===== src/plcfg_pkg.sv =====
/*
  package for the link and cable-diagnostic configuration register bank:
  register indices, field positions, reset values, masks and timing constants.
  assumes a 16-bit register model placed on a 32-bit avalon-mm word bus.
*/
`default_nettype none
package plcfg_pkg;
  // ************************************************************
  // register indices (byte address is four times the index)
  // ************************************************************
  localparam logic [9:0] IDX_TEN_MEG_RX = 10'h02a;
  localparam logic [9:0] IDX_LD_SYM = 10'h117;
  localparam logic [9:0] IDX_LD_DESCR = 10'h131;
  localparam logic [9:0] IDX_TDR_CTRL = 10'h170;
  localparam logic [9:0] IDX_TDR_AUX = 10'h171;
  localparam logic [9:0] IDX_IRQ_STAT = 10'h1f0;
  localparam logic [9:0] IDX_IRQ_MASK = 10'h1f1;
  localparam int ADDR_W = 12;
  localparam int IDX_LSB = 2;
  // ************************************************************
  // reset values and writable masks
  // ************************************************************
  localparam logic [15:0] RST_TEN_MEG_RX = 16'h7998;
  localparam logic [15:0] RST_LD_SYM = 16'h0000;
  localparam logic [15:0] RST_LD_DESCR = 16'h0000;
  localparam logic [15:0] RST_TDR_CTRL = 16'h0c12;
  localparam logic [15:0] RST_TDR_AUX = 16'hc850;
  localparam logic [15:0] WMASK_TEN_MEG_RX = 16'h7fff;
  localparam logic [15:0] WMASK_LD_SYM = 16'hfff0;
  localparam logic [15:0] WMASK_LD_DESCR = 16'hffff;
  localparam logic [15:0] WMASK_TDR_CTRL = 16'h7fff;
  localparam logic [15:0] WMASK_TDR_AUX = 16'hffff;
  // ************************************************************
  // field positions
  // ************************************************************
  localparam int BIT_SHORT_PREAMBLE = 14;
  localparam int WIN_MSB = 15;
  localparam int WIN_LSB = 10;
  localparam int ERRNUM_MSB = 9;
  localparam int ERRNUM_LSB = 4;
  localparam int DESCR_MSB = 5;
  localparam int DESCR_LSB = 0;
  localparam int BIT_SAME_CHAN = 14;
  localparam int BIT_CHAN_B = 13;
  localparam int BIT_KEEP_OFFSET = 12;
  localparam int AVG_MSB = 10;
  localparam int AVG_LSB = 8;
  localparam int SEG_MSB = 6;
  localparam int SEG_LSB = 4;
  localparam logic [2:0] AVG_RESERVED = 3'h7;
  localparam logic [2:0] SEG_MIN = 3'h1;
  localparam logic [2:0] SEG_MAX = 3'h5;
  // ************************************************************
  // interrupt status bits
  // ************************************************************
  localparam int IRQ_MLT3_DROP = 0;
  localparam int IRQ_DESCR_DROP = 1;
  localparam int IRQ_BAD_CFG = 2;
  localparam int IRQ_W = 3;
  // ************************************************************
  // timing and preamble constants
  // ************************************************************
  localparam int CLK_PERIOD_NS = 10;
  localparam int WIN_UNIT_NS = 8;
  // one window unit of 8 ns rounds up to whole cycles
  localparam int WIN_UNIT_CYC = (WIN_UNIT_NS + CLK_PERIOD_NS - 1) / CLK_PERIOD_NS;
  localparam logic [2:0] LONG_PRE_BYTES = 3'h7;
  localparam logic [2:0] SHORT_PRE_BYTES = 3'h3;
  localparam logic [7:0] PREAMBLE_BYTE = 8'h55;
  localparam logic [7:0] SFD_BYTE = 8'hd5;
endpackage
`default_nettype wire


===== src/plcfg_regs.sv =====
/*
  link and cable-diagnostic configuration register bank with the logic it steers:
  10 Mbps preamble qualifier, fast link-drop on symbol and descrambler errors,
  and decoded cable-diagnostic set-up for the measurement engine.
  assumes an avalon-mm master with waitrequest, and receive byte and error
  strobes synchronous to sys_clk.
*/
//
// Contract
// - bit 14 of the 10 Mbps receive register resets to one and selects short (1) or long (0) preamble.
// - the preamble mode changes only 10 Mbps reception and leaves 100 Mbps reception untouched.
// - in long mode at least seven preamble bytes are needed and up to seven are consumed before validity.
// - in short mode any preamble longer than three bytes is accepted.
// - fewer preamble bytes may be forwarded to the mac than were received on the line.
// - bits 15-10 set the symbol error window, code n giving n+1 units of 8 ns (the code uses one 10 ns cycle per unit), zero reserved, only in steady link.
// - bits 9-4 set how many symbol errors inside the window drop the link, one to 63, zero reserved.
// - bits 5-0 set the window used to drop the link on descrambler errors.
// - bit 13 picks channel a (0) or b (1) to carry the diagnostic pulse.
// - bit 14 at zero listens on the other channel, at one on the transmit channel.
// - bit 12 keeps the offset-removal filter from being reset before a measurement.
// - bits 10-8 reset to four and average two to the power n cycles, code seven reserved.
// - bits 6-4 reset to one and choose the cable segment one to five, other codes reserved.
`timescale 1ns/1ns
`default_nettype none
module plcfg_regs (
  input wire logic sys_clk,
  input wire logic rst_b,
  input wire logic [11:0] address,
  input wire logic read,
  input wire logic write,
  input wire logic [31:0] writedata,
  input wire logic [3:0] byteenable,
  output logic [31:0] readdata,
  output logic waitrequest,
  output logic response1,
  output logic response0,
  input wire logic speed100,
  input wire logic linkSteady,
  input wire logic rxByteValid,
  input wire logic [7:0] rxByte,
  input wire logic mlt3Error,
  input wire logic descrError,
  output logic preambleValid,
  output logic [2:0] preambleFwdCount,
  output logic linkDrop,
  output logic tdrTxChanB,
  output logic tdrRxChanB,
  output logic keepOffsetFilterState,
  output logic [6:0] tdrAvgCycles,
  output logic [2:0] tdrSegment,
  output logic irq
);
  // ************************************************************
  // helper decodes
  // ************************************************************
  // register index from a byte address
  function automatic logic [9:0] regIdx(input logic [11:0] a);
    regIdx = a[plcfg_pkg::ADDR_W-1:plcfg_pkg::IDX_LSB];
  endfunction
  // the two byte-offset bits below the index are ignored: every register is one word
  // byte-lane merge of a 16-bit register under its writable mask
  function automatic logic [15:0] merge(input logic [15:0] old, input logic [31:0] wd,
                                        input logic [3:0] be, input logic [15:0] wm);
    logic [15:0] lane;
    lane = {{8{be[1]}}, {8{be[0]}}} & wm;
    merge = (old & ~lane) | (wd[15:0] & lane);
  endfunction

  // ************************************************************
  // register file
  // ************************************************************
  logic [15:0] tenMegRx_r, tenMegRx_nxt;
  logic [15:0] ldSym_r, ldSym_nxt;
  logic [15:0] ldDescr_r, ldDescr_nxt;
  logic [15:0] tdrCtrl_r, tdrCtrl_nxt;
  logic [15:0] tdrAux_r, tdrAux_nxt;
  logic [plcfg_pkg::IRQ_W-1:0] irqStat_r, irqStat_nxt;
  logic [plcfg_pkg::IRQ_W-1:0] irqMask_r, irqMask_nxt;
  logic [31:0] readdata_r, readdata_nxt;
  logic ack_r, ack_nxt;
  logic [1:0] resp_r, resp_nxt;
  logic [plcfg_pkg::IRQ_W-1:0] irqEvent;
  logic wrHit;
  logic [9:0] idx;

  assign idx = regIdx(address);
  // one wait state: the request is answered on the edge after the ack flop sets
  // a write lands on that answer edge only, while the ack flop is high;
  // read data is captured one edge earlier so that it already stands there
  assign wrHit = write && ack_r;

  // next values of registers and bus answer
  always_comb begin
    logic known;
    known = 1'b1;
    tenMegRx_nxt = tenMegRx_r;
    ldSym_nxt = ldSym_r;
    ldDescr_nxt = ldDescr_r;
    tdrCtrl_nxt = tdrCtrl_r;
    tdrAux_nxt = tdrAux_r;
    irqMask_nxt = irqMask_r;
    irqStat_nxt = irqStat_r;
    readdata_nxt = readdata_r;
    ack_nxt = (read || write) && !ack_r;
    resp_nxt = resp_r;
    unique case (idx)
      plcfg_pkg::IDX_TEN_MEG_RX, plcfg_pkg::IDX_LD_SYM, plcfg_pkg::IDX_LD_DESCR,
      plcfg_pkg::IDX_TDR_CTRL, plcfg_pkg::IDX_TDR_AUX, plcfg_pkg::IDX_IRQ_STAT,
      plcfg_pkg::IDX_IRQ_MASK: known = 1'b1;
      default: known = 1'b0;
    endcase
    if (wrHit) begin
      // masked merges keep read-only bits at zero
      if (idx == plcfg_pkg::IDX_TEN_MEG_RX) tenMegRx_nxt = merge(tenMegRx_r, writedata, byteenable,
                                                                 plcfg_pkg::WMASK_TEN_MEG_RX);
      if (idx == plcfg_pkg::IDX_LD_SYM) ldSym_nxt = merge(ldSym_r, writedata, byteenable,
                                                         plcfg_pkg::WMASK_LD_SYM);
      if (idx == plcfg_pkg::IDX_LD_DESCR) ldDescr_nxt = merge(ldDescr_r, writedata, byteenable,
                                                             plcfg_pkg::WMASK_LD_DESCR);
      if (idx == plcfg_pkg::IDX_TDR_CTRL) tdrCtrl_nxt = merge(tdrCtrl_r, writedata, byteenable,
                                                             plcfg_pkg::WMASK_TDR_CTRL);
      if (idx == plcfg_pkg::IDX_TDR_AUX) tdrAux_nxt = merge(tdrAux_r, writedata, byteenable,
                                                           plcfg_pkg::WMASK_TDR_AUX);
      if (idx == plcfg_pkg::IDX_IRQ_MASK && byteenable[0]) irqMask_nxt = writedata[plcfg_pkg::IRQ_W-1:0];
      if (idx == plcfg_pkg::IDX_IRQ_STAT && byteenable[0])
        irqStat_nxt = irqStat_r & ~writedata[plcfg_pkg::IRQ_W-1:0];
    end
    // a new event wins over a clear in the same cycle
    irqStat_nxt = irqStat_nxt | irqEvent;
    if (read && !ack_r) begin
      unique case (idx)
        plcfg_pkg::IDX_TEN_MEG_RX: readdata_nxt = {16'h0000, tenMegRx_r};
        plcfg_pkg::IDX_LD_SYM: readdata_nxt = {16'h0000, ldSym_r};
        plcfg_pkg::IDX_LD_DESCR: readdata_nxt = {16'h0000, ldDescr_r};
        plcfg_pkg::IDX_TDR_CTRL: readdata_nxt = {16'h0000, tdrCtrl_r};
        plcfg_pkg::IDX_TDR_AUX: readdata_nxt = {16'h0000, tdrAux_r};
        plcfg_pkg::IDX_IRQ_STAT: readdata_nxt = {29'h0000000, irqStat_r};
        plcfg_pkg::IDX_IRQ_MASK: readdata_nxt = {29'h0000000, irqMask_r};
        default: readdata_nxt = 32'h00000000;
      endcase
    end
    if ((read || write) && !ack_r) resp_nxt = known ? 2'h0 : 2'h3; // decodeerror on unmapped
  end

  // register state
  always_ff @(posedge sys_clk or negedge rst_b) begin
    if (!rst_b) begin
      tenMegRx_r <= plcfg_pkg::RST_TEN_MEG_RX;
      ldSym_r <= plcfg_pkg::RST_LD_SYM;
      ldDescr_r <= plcfg_pkg::RST_LD_DESCR;
      tdrCtrl_r <= plcfg_pkg::RST_TDR_CTRL;
      tdrAux_r <= plcfg_pkg::RST_TDR_AUX;
      irqStat_r <= '0;
      irqMask_r <= '0;
      readdata_r <= 32'h00000000;
      ack_r <= 1'b0;
      resp_r <= 2'h0;
    end else begin
      tenMegRx_r <= tenMegRx_nxt;
      ldSym_r <= ldSym_nxt;
      ldDescr_r <= ldDescr_nxt;
      tdrCtrl_r <= tdrCtrl_nxt;
      tdrAux_r <= tdrAux_nxt;
      irqStat_r <= irqStat_nxt;
      irqMask_r <= irqMask_nxt;
      readdata_r <= readdata_nxt;
      ack_r <= ack_nxt;
      resp_r <= resp_nxt;
    end
  end

  // bus answer: waitrequest drops once the ack flop is set
  assign waitrequest = (read || write) && !ack_r;
  assign readdata = readdata_r;
  assign response1 = resp_r[1];
  assign response0 = resp_r[0];
  assign irq = |(irqStat_r & irqMask_r);

  // ************************************************************
  // 10 mbps preamble qualifier
  // ************************************************************
  typedef enum logic [1:0] {PQ_IDLE, PQ_COUNT, PQ_BODY} plcfg_pq_e;
  plcfg_pq_e pqState_r, pqState_nxt;
  logic [2:0] preCnt_r, preCnt_nxt;
  logic preValid_r, preValid_nxt;
  logic [2:0] fwd_r, fwd_nxt;
  logic [2:0] needBytes;

  // long mode needs seven bytes, short mode more than three
  assign needBytes = tenMegRx_r[plcfg_pkg::BIT_SHORT_PREAMBLE] ? plcfg_pkg::SHORT_PRE_BYTES + 3'h1
                                                              : plcfg_pkg::LONG_PRE_BYTES;

  // count preamble bytes up to the SFD; a preamble below the need is dropped
  always_comb begin
    pqState_nxt = pqState_r;
    preCnt_nxt = preCnt_r;
    preValid_nxt = 1'b0;
    fwd_nxt = fwd_r;
    if (speed100) begin
      pqState_nxt = PQ_IDLE; // the qualifier is bypassed at 100 Mbps
      preCnt_nxt = 3'h0;
    end else if (!rxByteValid) begin
      pqState_nxt = PQ_IDLE;
      preCnt_nxt = 3'h0;
    end else begin
      unique case (pqState_r)
        PQ_IDLE, PQ_COUNT: begin
          if (rxByte == plcfg_pkg::PREAMBLE_BYTE) begin
            pqState_nxt = PQ_COUNT;
            if (preCnt_r != plcfg_pkg::LONG_PRE_BYTES) preCnt_nxt = preCnt_r + 3'h1;
          end else if (rxByte == plcfg_pkg::SFD_BYTE && preCnt_r >= needBytes) begin
            pqState_nxt = PQ_BODY;
            preValid_nxt = 1'b1;
            fwd_nxt = needBytes; // only the needed bytes go to the mac
          end else begin
            pqState_nxt = PQ_BODY; // frame rejected, wait for end of carrier
            preCnt_nxt = 3'h0;
          end
        end
        // the rest of the frame is ignored until carrier drops
        PQ_BODY: pqState_nxt = PQ_BODY;
      endcase
    end
  end

  // preamble qualifier state
  always_ff @(posedge sys_clk or negedge rst_b) begin
    if (!rst_b) begin
      pqState_r <= PQ_IDLE;
      preCnt_r <= 3'h0;
      preValid_r <= 1'b0;
      fwd_r <= 3'h0;
    end else begin
      pqState_r <= pqState_nxt;
      preCnt_r <= preCnt_nxt;
      preValid_r <= preValid_nxt;
      fwd_r <= fwd_nxt;
    end
  end

  // at 100 Mbps the preamble is passed straight through
  assign preambleValid = speed100 ? (rxByteValid && rxByte == plcfg_pkg::SFD_BYTE) : preValid_r;
  assign preambleFwdCount = fwd_r;

  // ************************************************************
  // fast link-drop counters
  // ************************************************************
  logic [6:0] winCyc_r, winCyc_nxt;
  logic [5:0] errCnt_r, errCnt_nxt;
  logic [5:0] descrCyc_r, descrCyc_nxt;
  logic descrSeen_r, descrSeen_nxt;
  logic [1:0] unitDiv_r, unitDiv_nxt;
  logic unitTick;
  logic [5:0] winCode, errNum, descrWin;
  logic mlt3Drop, descrDrop, cfgBad;
  logic avgBad, segBad;
  logic [6:0] errNext;

  assign winCode = ldSym_r[plcfg_pkg::WIN_MSB:plcfg_pkg::WIN_LSB];
  assign errNum = ldSym_r[plcfg_pkg::ERRNUM_MSB:plcfg_pkg::ERRNUM_LSB];
  assign descrWin = ldDescr_r[plcfg_pkg::DESCR_MSB:plcfg_pkg::DESCR_LSB];
  assign unitTick = (unitDiv_r == 2'(plcfg_pkg::WIN_UNIT_CYC - 1));
  // error count including the current error, one bit wider so a full count cannot wrap
  assign errNext = {1'b0, errCnt_r} + 7'h01;

  // window of winCode+1 units; errors counted only in steady link
  always_comb begin
    unitDiv_nxt = unitTick ? 2'h0 : unitDiv_r + 2'h1;
    winCyc_nxt = winCyc_r;
    errCnt_nxt = errCnt_r;
    mlt3Drop = 1'b0;
    if (!linkSteady || winCode == 6'h00 || errNum == 6'h00) begin
      winCyc_nxt = 7'h00;
      errCnt_nxt = 6'h00;
    end else begin
      if (mlt3Error && errCnt_r != 6'h3f) errCnt_nxt = errCnt_r + 6'h01;
      if (mlt3Error && errNext >= {1'b0, errNum}) mlt3Drop = 1'b1;
      if (unitTick) begin
        if (winCyc_r >= {1'b0, winCode}) begin
          winCyc_nxt = 7'h00; // window closes, restart the count
          errCnt_nxt = 6'h00;
        end else begin
          winCyc_nxt = winCyc_r + 7'h01;
        end
      end
    end
  end

  // descrambler error window: a second error inside the window drops the link
  always_comb begin
    descrCyc_nxt = descrCyc_r;
    descrSeen_nxt = descrSeen_r;
    descrDrop = 1'b0;
    if (!linkSteady || descrWin == 6'h00) begin
      descrCyc_nxt = 6'h00;
      descrSeen_nxt = 1'b0;
    end else if (descrError) begin
      descrDrop = descrSeen_r;
      descrSeen_nxt = 1'b1;
      descrCyc_nxt = 6'h00;
    end else if (descrSeen_r && unitTick) begin
      if (descrCyc_r >= descrWin) descrSeen_nxt = 1'b0;
      else descrCyc_nxt = descrCyc_r + 6'h01;
    end
  end

  // link-drop state
  always_ff @(posedge sys_clk or negedge rst_b) begin
    if (!rst_b) begin
      unitDiv_r <= 2'h0;
      winCyc_r <= 7'h00;
      errCnt_r <= 6'h00;
      descrCyc_r <= 6'h00;
      descrSeen_r <= 1'b0;
    end else begin
      unitDiv_r <= unitDiv_nxt;
      winCyc_r <= winCyc_nxt;
      errCnt_r <= errCnt_nxt;
      descrCyc_r <= descrCyc_nxt;
      descrSeen_r <= descrSeen_nxt;
    end
  end

  // ************************************************************
  // cable-diagnostic set-up and events
  // ************************************************************
  logic [2:0] avgCode, segCode;
  logic linkDrop_r;
  logic [6:0] avg_r;
  logic [2:0] seg_r;
  logic txB_r, rxB_r, keep_r;

  assign avgCode = tdrCtrl_r[plcfg_pkg::AVG_MSB:plcfg_pkg::AVG_LSB];
  assign segCode = tdrCtrl_r[plcfg_pkg::SEG_MSB:plcfg_pkg::SEG_LSB];
  // each field is judged on its own, so a bad segment leaves the averaging count free
  assign avgBad = avgCode == plcfg_pkg::AVG_RESERVED;
  assign segBad = segCode < plcfg_pkg::SEG_MIN || segCode > plcfg_pkg::SEG_MAX;
  // reserved averaging or segment codes are flagged as an event
  assign cfgBad = avgBad || segBad;
  assign irqEvent = {cfgBad, descrDrop, mlt3Drop};

  // registered set-up outputs
  always_ff @(posedge sys_clk or negedge rst_b) begin
    if (!rst_b) begin
      linkDrop_r <= 1'b0;
      txB_r <= 1'b0;
      rxB_r <= 1'b0;
      keep_r <= 1'b0;
      avg_r <= 7'h00;
      seg_r <= 3'h0;
    end else begin
      linkDrop_r <= mlt3Drop || descrDrop;
      txB_r <= tdrCtrl_r[plcfg_pkg::BIT_CHAN_B];
      rxB_r <= tdrCtrl_r[plcfg_pkg::BIT_CHAN_B] ^ ~tdrCtrl_r[plcfg_pkg::BIT_SAME_CHAN];
      keep_r <= tdrCtrl_r[plcfg_pkg::BIT_KEEP_OFFSET];
      avg_r <= avgBad ? avg_r : 7'(7'h01 << avgCode);
      seg_r <= segBad ? seg_r : segCode;
    end
  end

  // outputs straight from the set-up flops
  assign linkDrop = linkDrop_r;
  assign tdrTxChanB = txB_r;
  assign tdrRxChanB = rxB_r;
  assign keepOffsetFilterState = keep_r;
  assign tdrAvgCycles = avg_r;
  assign tdrSegment = seg_r;
endmodule // plcfg_regs
`default_nettype wire


===== config.mk =====
export PLATFORM = sky130hd
export DESIGN_NAME = plcfg_regs
export DESIGN_NICKNAME = d
export VERILOG_FILES = /design/src/plcfg_pkg.sv /design/src/plcfg_regs.sv
export SDC_FILE = /design/constraint.sdc
export NUM_CORES = 1
export LEC_CHECK = 0
export BUFFER_PORTS_ARGS = -buffer_cell sky130_fd_sc_hd__buf_2
export CAP_MARGIN = 40
export CORE_MARGIN = 8
export CORE_UTILIZATION = 39
export CTS_BUF_LIST = sky130_fd_sc_hd__clkbuf_8 sky130_fd_sc_hd__clkbuf_16
export DETAILED_ROUTE_END_ITERATION = 10
export PLACE_DENSITY = 0.62
export SLEW_MARGIN = 20
export SYNTH_ARGS = -nofsm -noshare
export SYNTH_HDL_FRONTEND = slang
export SYNTH_SLANG_ARGS = --single-unit

===== constraint.sdc =====
create_clock -name sys_clk -period 4.1 [get_ports sys_clk]
set_clock_uncertainty 0.1 [all_clocks]
set_input_delay 1.025 -clock sys_clk [delete_from_list [all_inputs] [get_ports sys_clk]]
set_output_delay 1.025 -clock sys_clk [all_outputs]
set_load 0.02 [all_outputs]

==> impl_metrics.toml, run 1 <==
[cts]
clock-sinks = 142
post_cts_resize_count = 0
post-cts-setup-buffer-count = 0
root_buffer = "sky130_fd_sc_hd__clkbuf_16"
cts_max_path_buffers = 2
numCtsBuffers = 17
tritoncts = "yes"
htree_levels = 4
clk_transition_reported_paths_ns = 0.06
cts-hold-fix-buffers = 0
insertion_delay_ns = 0.42

[critical_path]
path_depth = 5
worst-endpoint-arrival_ns = 2.16
critical-path-top-cell-by-count = "sky130_fd_sc_hd__buf_2"
r2r_cells = 6
worstSetupEndpointType = "output port"
start_kind = "input pin"
largest_fanout_of_any_net_on_the_critical_path = 3
cpLargestDelayFamily = "simple AND/OR/NAND/NOR gates"
timing.setup.critical_path_class = "input pin to output port"
crit_buf_inv = 2
worst_path_largest_cell_delay_ns = 0.39
required_ns = 2.97
crit-reg2reg-launch = "winCyc_r[4]"
worstPathCellList = "buf_2 -> or3b_4 -> nor3_1 -> mux2_2 -> buf_2"
worst_setup_path_startpoint = "rxByte[1]"
critical_path.slowest_cell = "sky130_fd_sc_hd__or3b_4"

[timing]
maxClockFrequency_mhz = 304
finalWorstPathRequiredPeriod_ns = 3.28
totalNegativeSetupSlack_ns = 0
timing.final.ws_setup_ns = 0.816
hold_violations = 0
final.period_utilization_pct = 80.1
final_max_slew_viol_count = 0
setup_repair_after_global_routing_missed_its_margin = "false"
transition_time_of_the_tightest_slew_check_pin_ns = 0.815
timing.slew.headroom_pct = 45.3
finalSetupViolCount = 0
worst_case_hold_slack_ns = 0.318

[logic_synthesis]
yosys_register_bits = 142
synth_largest_area_cell = "sky130_fd_sc_hd__dfrtp_1"
ys_top_cells_by_area = "sky130_fd_sc_hd__dfrtp_1, sky130_fd_sc_hd__mux2_2, sky130_fd_sc_hd__dfstp_2"
ys.flop_type = "sky130_fd_sc_hd__dfrtp_1"
edff_count_synth = 0
synth_compound_gate_area_share_pct = 11.8
async_flop_share_pct = 100
synth-seq-area-share_pct = 49.5
netlist_instances = 642
synth_top_family_by_area = "simple AND/OR/NAND/NOR gates"
ys.warnings.count = 0
synth_largest_type_area_fraction_pct = 43.3
yosys.cell_types.count = 67
synth_area_in_adders_pct = 4.67
mappedNetlistArea_um2 = 7230
multiplexer_area_fraction_after_synthesis_pct = 12.7
synth_simple_gate_area_share_pct = 15.0
synth-xor-area-share_pct = 0.970
synth_area_per_cell_um2 = 11.3

[placed_design]
cell_area_placed_um2 = 7820
buffer_ports.inserted = 82
post-dp-hpwl_um = 13300
dp_worst_slack_ns = 0.814
numPlacedInstances = 936
routabilityCongestion = 0.900

[finish]
drive_above_1_share_pct = 30.9
postLayoutCoreUtil_pct = 47.0
antenna_cells = 0
num-nets-final = 820
commonest_cells_after_routing_fill_and_taps_aside = "sky130_fd_sc_hd__dfrtp_1, sky130_fd_sc_hd__buf_2, sky130_fd_sc_hd__nand2_1"
area_delta_synth_final_pct = 17.7
count_of_placed_standard_cells_in_the_final_layout_fillers_left_out = 970
fin_area_um2 = 8510
most_frequent_standard_cell_in_the_layout_excluding_fill_and_tap_cells = "sky130_fd_sc_hd__dfrtp_1"

[global_route]
grt_pass1_vias = 5602
overflow = 0
global_route.usage.total_pct = 15.9
grt_max_degree = 92
grt_antenna_before_repair = 2
global_route_wire_length_before_repair_um = 29400

[floorplan]
boundaryPins = 119
design.die.area_um2 = 23100
std_cell_rows = 49
die_h_um = 152
start_util_pct = 40.0
die_width_um = 152
core-area_um2 = 18100

[detailed_routing]
postRouteAntennaNets = 0
dr.first_iter.drc_count = 464
vias_per_cell = 5.53
drc_errors = 0
postRouteWirelength_um = 18200
route.detailed.wl_per_inst_um = 18.8
dr.pass1.iters = 5
route.vias.total = 5366

[power]
static-leakage-power_nw = 4.11
finalPower_mw = 3.38
vdd_ir_drop_max_mv = 0.232
power.density_cell_area_nw_per_um2 = 398

[min_path]
worstHoldPathType = "register to register"
worstHoldPathCells = 0

[run]
max_cap_violations = 0

[status]
outcome = "finished, final reports clean"
[cell usage after synthesis, types with 6 or more instances]
library cell and instances:
sky130_fd_sc_hd__a222oi_1 10, sky130_fd_sc_hd__xor2_1 6, sky130_fd_sc_hd__ha_1 27, sky130_fd_sc_hd__buf_4 21
sky130_fd_sc_hd__nand2b_1 7, sky130_fd_sc_hd__a22o_1 13, sky130_fd_sc_hd__nor2_1 19, sky130_fd_sc_hd__dfrtp_1 125
sky130_fd_sc_hd__a21oi_1 37, sky130_fd_sc_hd__buf_2 7, sky130_fd_sc_hd__mux2_4 16, sky130_fd_sc_hd__dfstp_2 17
sky130_fd_sc_hd__nor3_1 7, sky130_fd_sc_hd__o21ai_0 33, sky130_fd_sc_hd__nand2_1 62, sky130_fd_sc_hd__inv_1 34
sky130_fd_sc_hd__and2_1 10, sky130_fd_sc_hd__mux2_2 53, sky130_fd_sc_hd__nand3_1 21, sky130_fd_sc_hd__clkbuf_1 12
sky130_fd_sc_hd__o31ai_1 6
[layout make-up]
class,instances,area [µm²]
fillers,1624,9580
flip-flops and latches,142,3570
multi-input cells,439,3330
repair buffers,94,541
clock buffers,19,453
well taps,229,287
clock inverters,13,196
inverters,34,128
[cells by family after synthesis]
logic type	after synthesis
AOI/OAI and AO/OA	130
xor gates and xnor gates	8
adders and majority gates	27
buffers and inverters	76
DFF	142
muxes	76
other	1
and+or+nand+nor	182
[layer usage]
layer | part of all wire [%] | track usage (%)
met5 | 0.14 | 0
met3 | 7.1 | 5.25
met2 | 49 | 26.3
met4 | 2.4 | 6.90
met1 | 41 | 18.5
[power by group]
part	total (mW)	leakage, nW	switching [mW]	internal [mW]
logic	0.239	1.96	0.163	0.0760
registers	1.46	1.82	0.0270	1.43
clock network	1.68	0.321	0.581	1.10
total	3.38	4.11	0.771	2.61
[worst paths after layout]
path | slack, ns | end
hold reg to reg | 0.32 | keepOffsetFilterState
max in group asynchronous | 2.89 | asynchronous set/reset pin
setup / recovery | 0.82 | preambleValid
hold / removal | 0.32 | keepOffsetFilterState
min in group asynchronous | 0.36 | winCyc_r[0]
setup reg to reg | 1.72 | errCnt_r[4]
[worst reg2reg max path, delay by kind of cell (launching register included)]
family | cells | cell delay [ns]
compound gates | 4 | 1.19
flops | 1 | 0.44
fa+ha+maj | 1 | 0.31
simple gates | 1 | 0.24
Note: power is estimated with default switching activity, not from simulation.
==> run 2: changes to the inputs <==
clock period = 3.15 ns   (was 4.1 ns; I/O delays follow)
==> run 2 against run 1 <==
Register-to-register slack lost 1.0 ns. Critical path type unchanged. Die area stayed put. Critical path depth is the same. Via count is 1.2% lower. Worst hold slack worse by 0.035 ns. Flip-flop and latch count is the same.
==> impl_metrics.toml, run 2 (same netlist as run 1, synthesis figures left out) <==
[status]
outcome = "finished, final reports clean"

[critical_path]
timing.setup.critical_path_class = "input pin to output port"
r2r-end = "errCnt_r[4]"
r2r_cells = 7
largest_fanout_of_any_net_on_the_critical_path = 3
worstSetupEndpointType = "output port"
required_ns = 2.26
worst-endpoint-arrival_ns = 1.87
start_kind = "input pin"
minimum_setup_slack_among_reg_to_reg_paths_ns = 0.72

[timing]
maxClockFrequency_mhz = 362
finalWorstPathRequiredPeriod_ns = 2.76
finalSetupViolCount = 0
hold_violations = 0
setup_repair_after_global_routing_missed_its_margin = "false"
transition_time_of_the_tightest_slew_check_pin_ns = 0.764
final.period_utilization_pct = 87.6
timing.slew.headroom_pct = 48.6
timing.final.ws_setup_ns = 0.389
final_max_slew_viol_count = 0
totalNegativeSetupSlack_ns = 0

[finish]
num-nets-final = 828
antenna_cells = 0
area_delta_synth_final_pct = 18.3
most_frequent_standard_cell_in_the_layout_excluding_fill_and_tap_cells = "sky130_fd_sc_hd__dfrtp_1"
count_of_placed_standard_cells_in_the_final_layout_fillers_left_out = 978
commonest_cells_after_routing_fill_and_taps_aside = "sky130_fd_sc_hd__dfrtp_1, sky130_fd_sc_hd__buf_2, sky130_fd_sc_hd__nand2_1"
drive_above_1_share_pct = 31.8
postLayoutCoreUtil_pct = 47.3

[global_route]
top_usage_layer = "met2"
grt_max_degree = 73
grt_pass1_vias = 5565
global_route_wire_length_before_repair_um = 29900
use_met1_pct = 19.6
grt_use_met3_pct = 4.65
global_route.usage.total_pct = 16.3
use_met2_pct = 26.6
overflow = 0
grt_antenna_before_repair = 2

[detailed_routing]
postRouteAntennaNets = 0
dr.pass1.iters = 5
route.detailed.wl_per_inst_um = 18.5
drc_errors = 0
route.vias.total = 5304
vias_per_cell = 5.42
dr.first_iter.drc_count = 331
postRouteWirelength_um = 18100

[cts]
post_cts_resize_count = 0
root_buffer = "sky130_fd_sc_hd__clkbuf_16"
cts_max_path_buffers = 2
post-cts-setup-buffer-count = 0
clk_transition_reported_paths_ns = 0.06
insertion_delay_ns = 0.43
numCtsBuffers = 17
cts-hold-fix-buffers = 0
htree_levels = 4
clock-sinks = 142
tritoncts = "yes"

[floorplan]
core-area_um2 = 18100
boundaryPins = 119
die_width_um = 152
design.die.area_um2 = 23100
start_util_pct = 40.0
die_h_um = 152
std_cell_rows = 49

[placed_design]
dp_worst_slack_ns = 0.329
numPlacedInstances = 946
post-dp-hpwl_um = 13700
routabilityCongestion = 0.844
buffer_ports.inserted = 82

[power]
power.density_cell_area_nw_per_um2 = 515
static-leakage-power_nw = 4.13
vdd_ir_drop_max_mv = 0.347

[run]
max_cap_violations = 0

[min_path]
worstHoldPathType = "input pin to asynchronous set/reset pin"
-- run 2: worst max-delay path by stage --
stage / cells past startpoint / endpoint / from / slack, ns
4_1_cts: 5 / preambleValid / rxByte[1] / 0.38
3_3_place_gp: 6 / readdata[12] / address[9] / 0.33
3_5_place_dp: 6 / readdata[11] / address[9] / 0.33
5_1_grt: 5 / preambleValid / rxByte[1] / 0.33
6_report: 5 / preambleValid / rxByte[1] / 0.39
2_1_floorplan: 5 / preambleFwdCount[1] / rxByte[1] / 0.63
-- run 2: critical path, cell delays in order --
cell	delay, ns
sky130_fd_sc_hd__buf_2	0.10
sky130_fd_sc_hd__or3b_4	0.39
sky130_fd_sc_hd__nor3_1	0.25
sky130_fd_sc_hd__mux2_2	0.20
sky130_fd_sc_hd__buf_2	0.16
-- run 2: area by class of cell --
cell class	instances	area, µm²
Fill cell	1611	9530
Sequential cell	142	3570
Multi-Input combinational cell	439	3330
Timing Repair Buffer	102	589
Clock buffer	17	425
Tap cell	229	287
Clock inverter	15	220
Inverter	34	128
-- run 2: metal layers --
metal | share of wire, % | routed length [µm]
met4 | 2.4 | 432
met1 | 43 | 7740
met2 | 49 | 8800
met5 | 0.15 | 27
met3 | 6.3 | 1140
-- run 2: through the flow --
stage	hold WS, ns	area [µm²]	total power [mW]
after floorplan	0.269	7280	2.09
after global placement	0.295	7900	2.23
after detailed placement	0.298	7910	2.24
after CTS	0.306	8550	4.44
after global routing	0.323	8550	4.57
final	0.283	8550	4.41
-- run 2: power by group --
part	internal [mW]	switching [mW]	total [mW]
registers	1.87	0.0351	1.90
clock network	1.40	0.797	2.20
logic	0.0972	0.209	0.307
==> run 3: changes to the inputs <==
CTS_BUF_LIST = default   (was sky130_fd_sc_hd__clkbuf_8 sky130_fd_sc_hd__clkbuf_16)
==> run 3 against run 2 <==
Total power hardly changed. Clock-buffer cell count rose by 1. Largest power group unchanged. Sequential share of layout area unchanged. Global-route usage stayed put. Highest routed layer unchanged. Worst setup slack barely moved. Flip-flop and latch count unchanged. First-iteration DRC count unchanged. Final cell count did not move. Design area unchanged. Clock power barely moved.
==> impl_metrics.toml, run 3 (same netlist as run 1, synthesis figures left out) <==
[min_path]
worstHoldPathType = "input pin to asynchronous set/reset pin"

[cts]
cts_max_path_buffers = 2
root_buffer = "sky130_fd_sc_hd__clkbuf_16"
post_cts_resize_count = 0
htree_levels = 4
clk_transition_reported_paths_ns = 0.06
insertion_delay_ns = 0.43
post-cts-setup-buffer-count = 0
clock-sinks = 142
numCtsBuffers = 17
tritoncts = "yes"
cts-hold-fix-buffers = 0

[floorplan]
boundaryPins = 119
design.die.area_um2 = 23100
std_cell_rows = 49
core-area_um2 = 18100
die_h_um = 152
die_width_um = 152
start_util_pct = 40.0

[detailed_routing]
postRouteAntennaNets = 0
postRouteWirelength_um = 18100
dr.first_iter.drc_count = 331
route.vias.total = 5285
vias_per_cell = 5.40
route.detailed.wl_per_inst_um = 18.6
dr.pass1.iters = 5
drc_errors = 0

[critical_path]
worstSetupEndpointType = "output port"
minimum_setup_slack_among_reg_to_reg_paths_ns = 0.72
worst-endpoint-arrival_ns = 1.87
r2r-end = "errCnt_r[4]"
r2r_cells = 7
start_kind = "input pin"
timing.setup.critical_path_class = "input pin to output port"
required_ns = 2.26
largest_fanout_of_any_net_on_the_critical_path = 3

[power]
vdd_ir_drop_max_mv = 0.347
power.density_cell_area_nw_per_um2 = 516
static-leakage-power_nw = 4.12
finalPower_mw = 4.41

[global_route]
global_route_wire_length_before_repair_um = 29900
overflow = 0
grt_pass1_vias = 5565
grt_antenna_before_repair = 2
grt_max_degree = 73
global_route.usage.total_pct = 16.3

[finish]
area_delta_synth_final_pct = 18.3
commonest_cells_after_routing_fill_and_taps_aside = "sky130_fd_sc_hd__dfrtp_1, sky130_fd_sc_hd__buf_2, sky130_fd_sc_hd__nand2_1"
fin_area_um2 = 8550
num-nets-final = 828
most_frequent_standard_cell_in_the_layout_excluding_fill_and_tap_cells = "sky130_fd_sc_hd__dfrtp_1"
drive_above_1_share_pct = 31.8
count_of_placed_standard_cells_in_the_final_layout_fillers_left_out = 978
antenna_cells = 0
postLayoutCoreUtil_pct = 47.3

[placed_design]
buffer_ports.inserted = 82
routabilityCongestion = 0.844
post-dp-hpwl_um = 13700
numPlacedInstances = 946
cell_area_placed_um2 = 7910
dp_worst_slack_ns = 0.329

[run]
max_cap_violations = 0

[timing]
timing.final.ws_setup_ns = 0.390
finalSetupViolCount = 0
worst_case_hold_slack_ns = 0.283
transition_time_of_the_tightest_slew_check_pin_ns = 0.764
timing.slew.headroom_pct = 48.6
final_max_slew_viol_count = 0
hold_violations = 0
finalWorstPathRequiredPeriod_ns = 2.76
setup_repair_after_global_routing_missed_its_margin = "false"
final.period_utilization_pct = 87.6
maxClockFrequency_mhz = 362
totalNegativeSetupSlack_ns = 0

[status]
outcome = "finished, final reports clean"
## run 3: cell types whose count changed in the layout (fill, tap and decap cells not counted)
cell,delta
sky130_fd_sc_hd__inv_1,-1
sky130_fd_sc_hd__clkbuf_1,+1
## run 3: power breakdown
group / switching (mW) / internal [mW]
Clock: 0.797 / 1.41
Combinational: 0.210 / 0.0972
Sequential: 0.0349 / 1.87
Total: 1.04 / 3.37
## run 3: area by class of cell
cell class	count	area, µm²
Sequential cell	142	3570
Timing Repair Buffer	102	589
Clock inverter	14	216
Tap cell	229	287
Multi-Input combinational cell	439	3330
Clock buffer	18	429
Inverter	34	128
Fill cell	1611	9530
## run 3: worst max path at each step
stage / from / end / slack, ns / cells past startpoint
3_5_place_dp: address[9] / readdata[11] / 0.33 / 6
2_1_floorplan: rxByte[1] / preambleFwdCount[1] / 0.63 / 5
5_1_grt: rxByte[1] / preambleValid / 0.33 / 5
4_1_cts: rxByte[1] / preambleValid / 0.38 / 5
3_3_place_gp: address[9] / readdata[12] / 0.33 / 6
6_report: rxByte[1] / preambleValid / 0.39 / 5
## run 3: worst max-delay path: stages
cell and delay [ns]:
sky130_fd_sc_hd__buf_2 0.10, sky130_fd_sc_hd__or3b_4 0.39, sky130_fd_sc_hd__nor3_1 0.25, sky130_fd_sc_hd__mux2_2 0.20
sky130_fd_sc_hd__buf_2 0.16
## run 3: layer usage
layer	up-vias	routed length (µm)	GRT usage (%)
li1	2491	-	-
met1	2630	7830	19.6
met2	129	8790	26.6
met3	31	1060	4.65
met4	4	437	7.38
met5	-	27	0
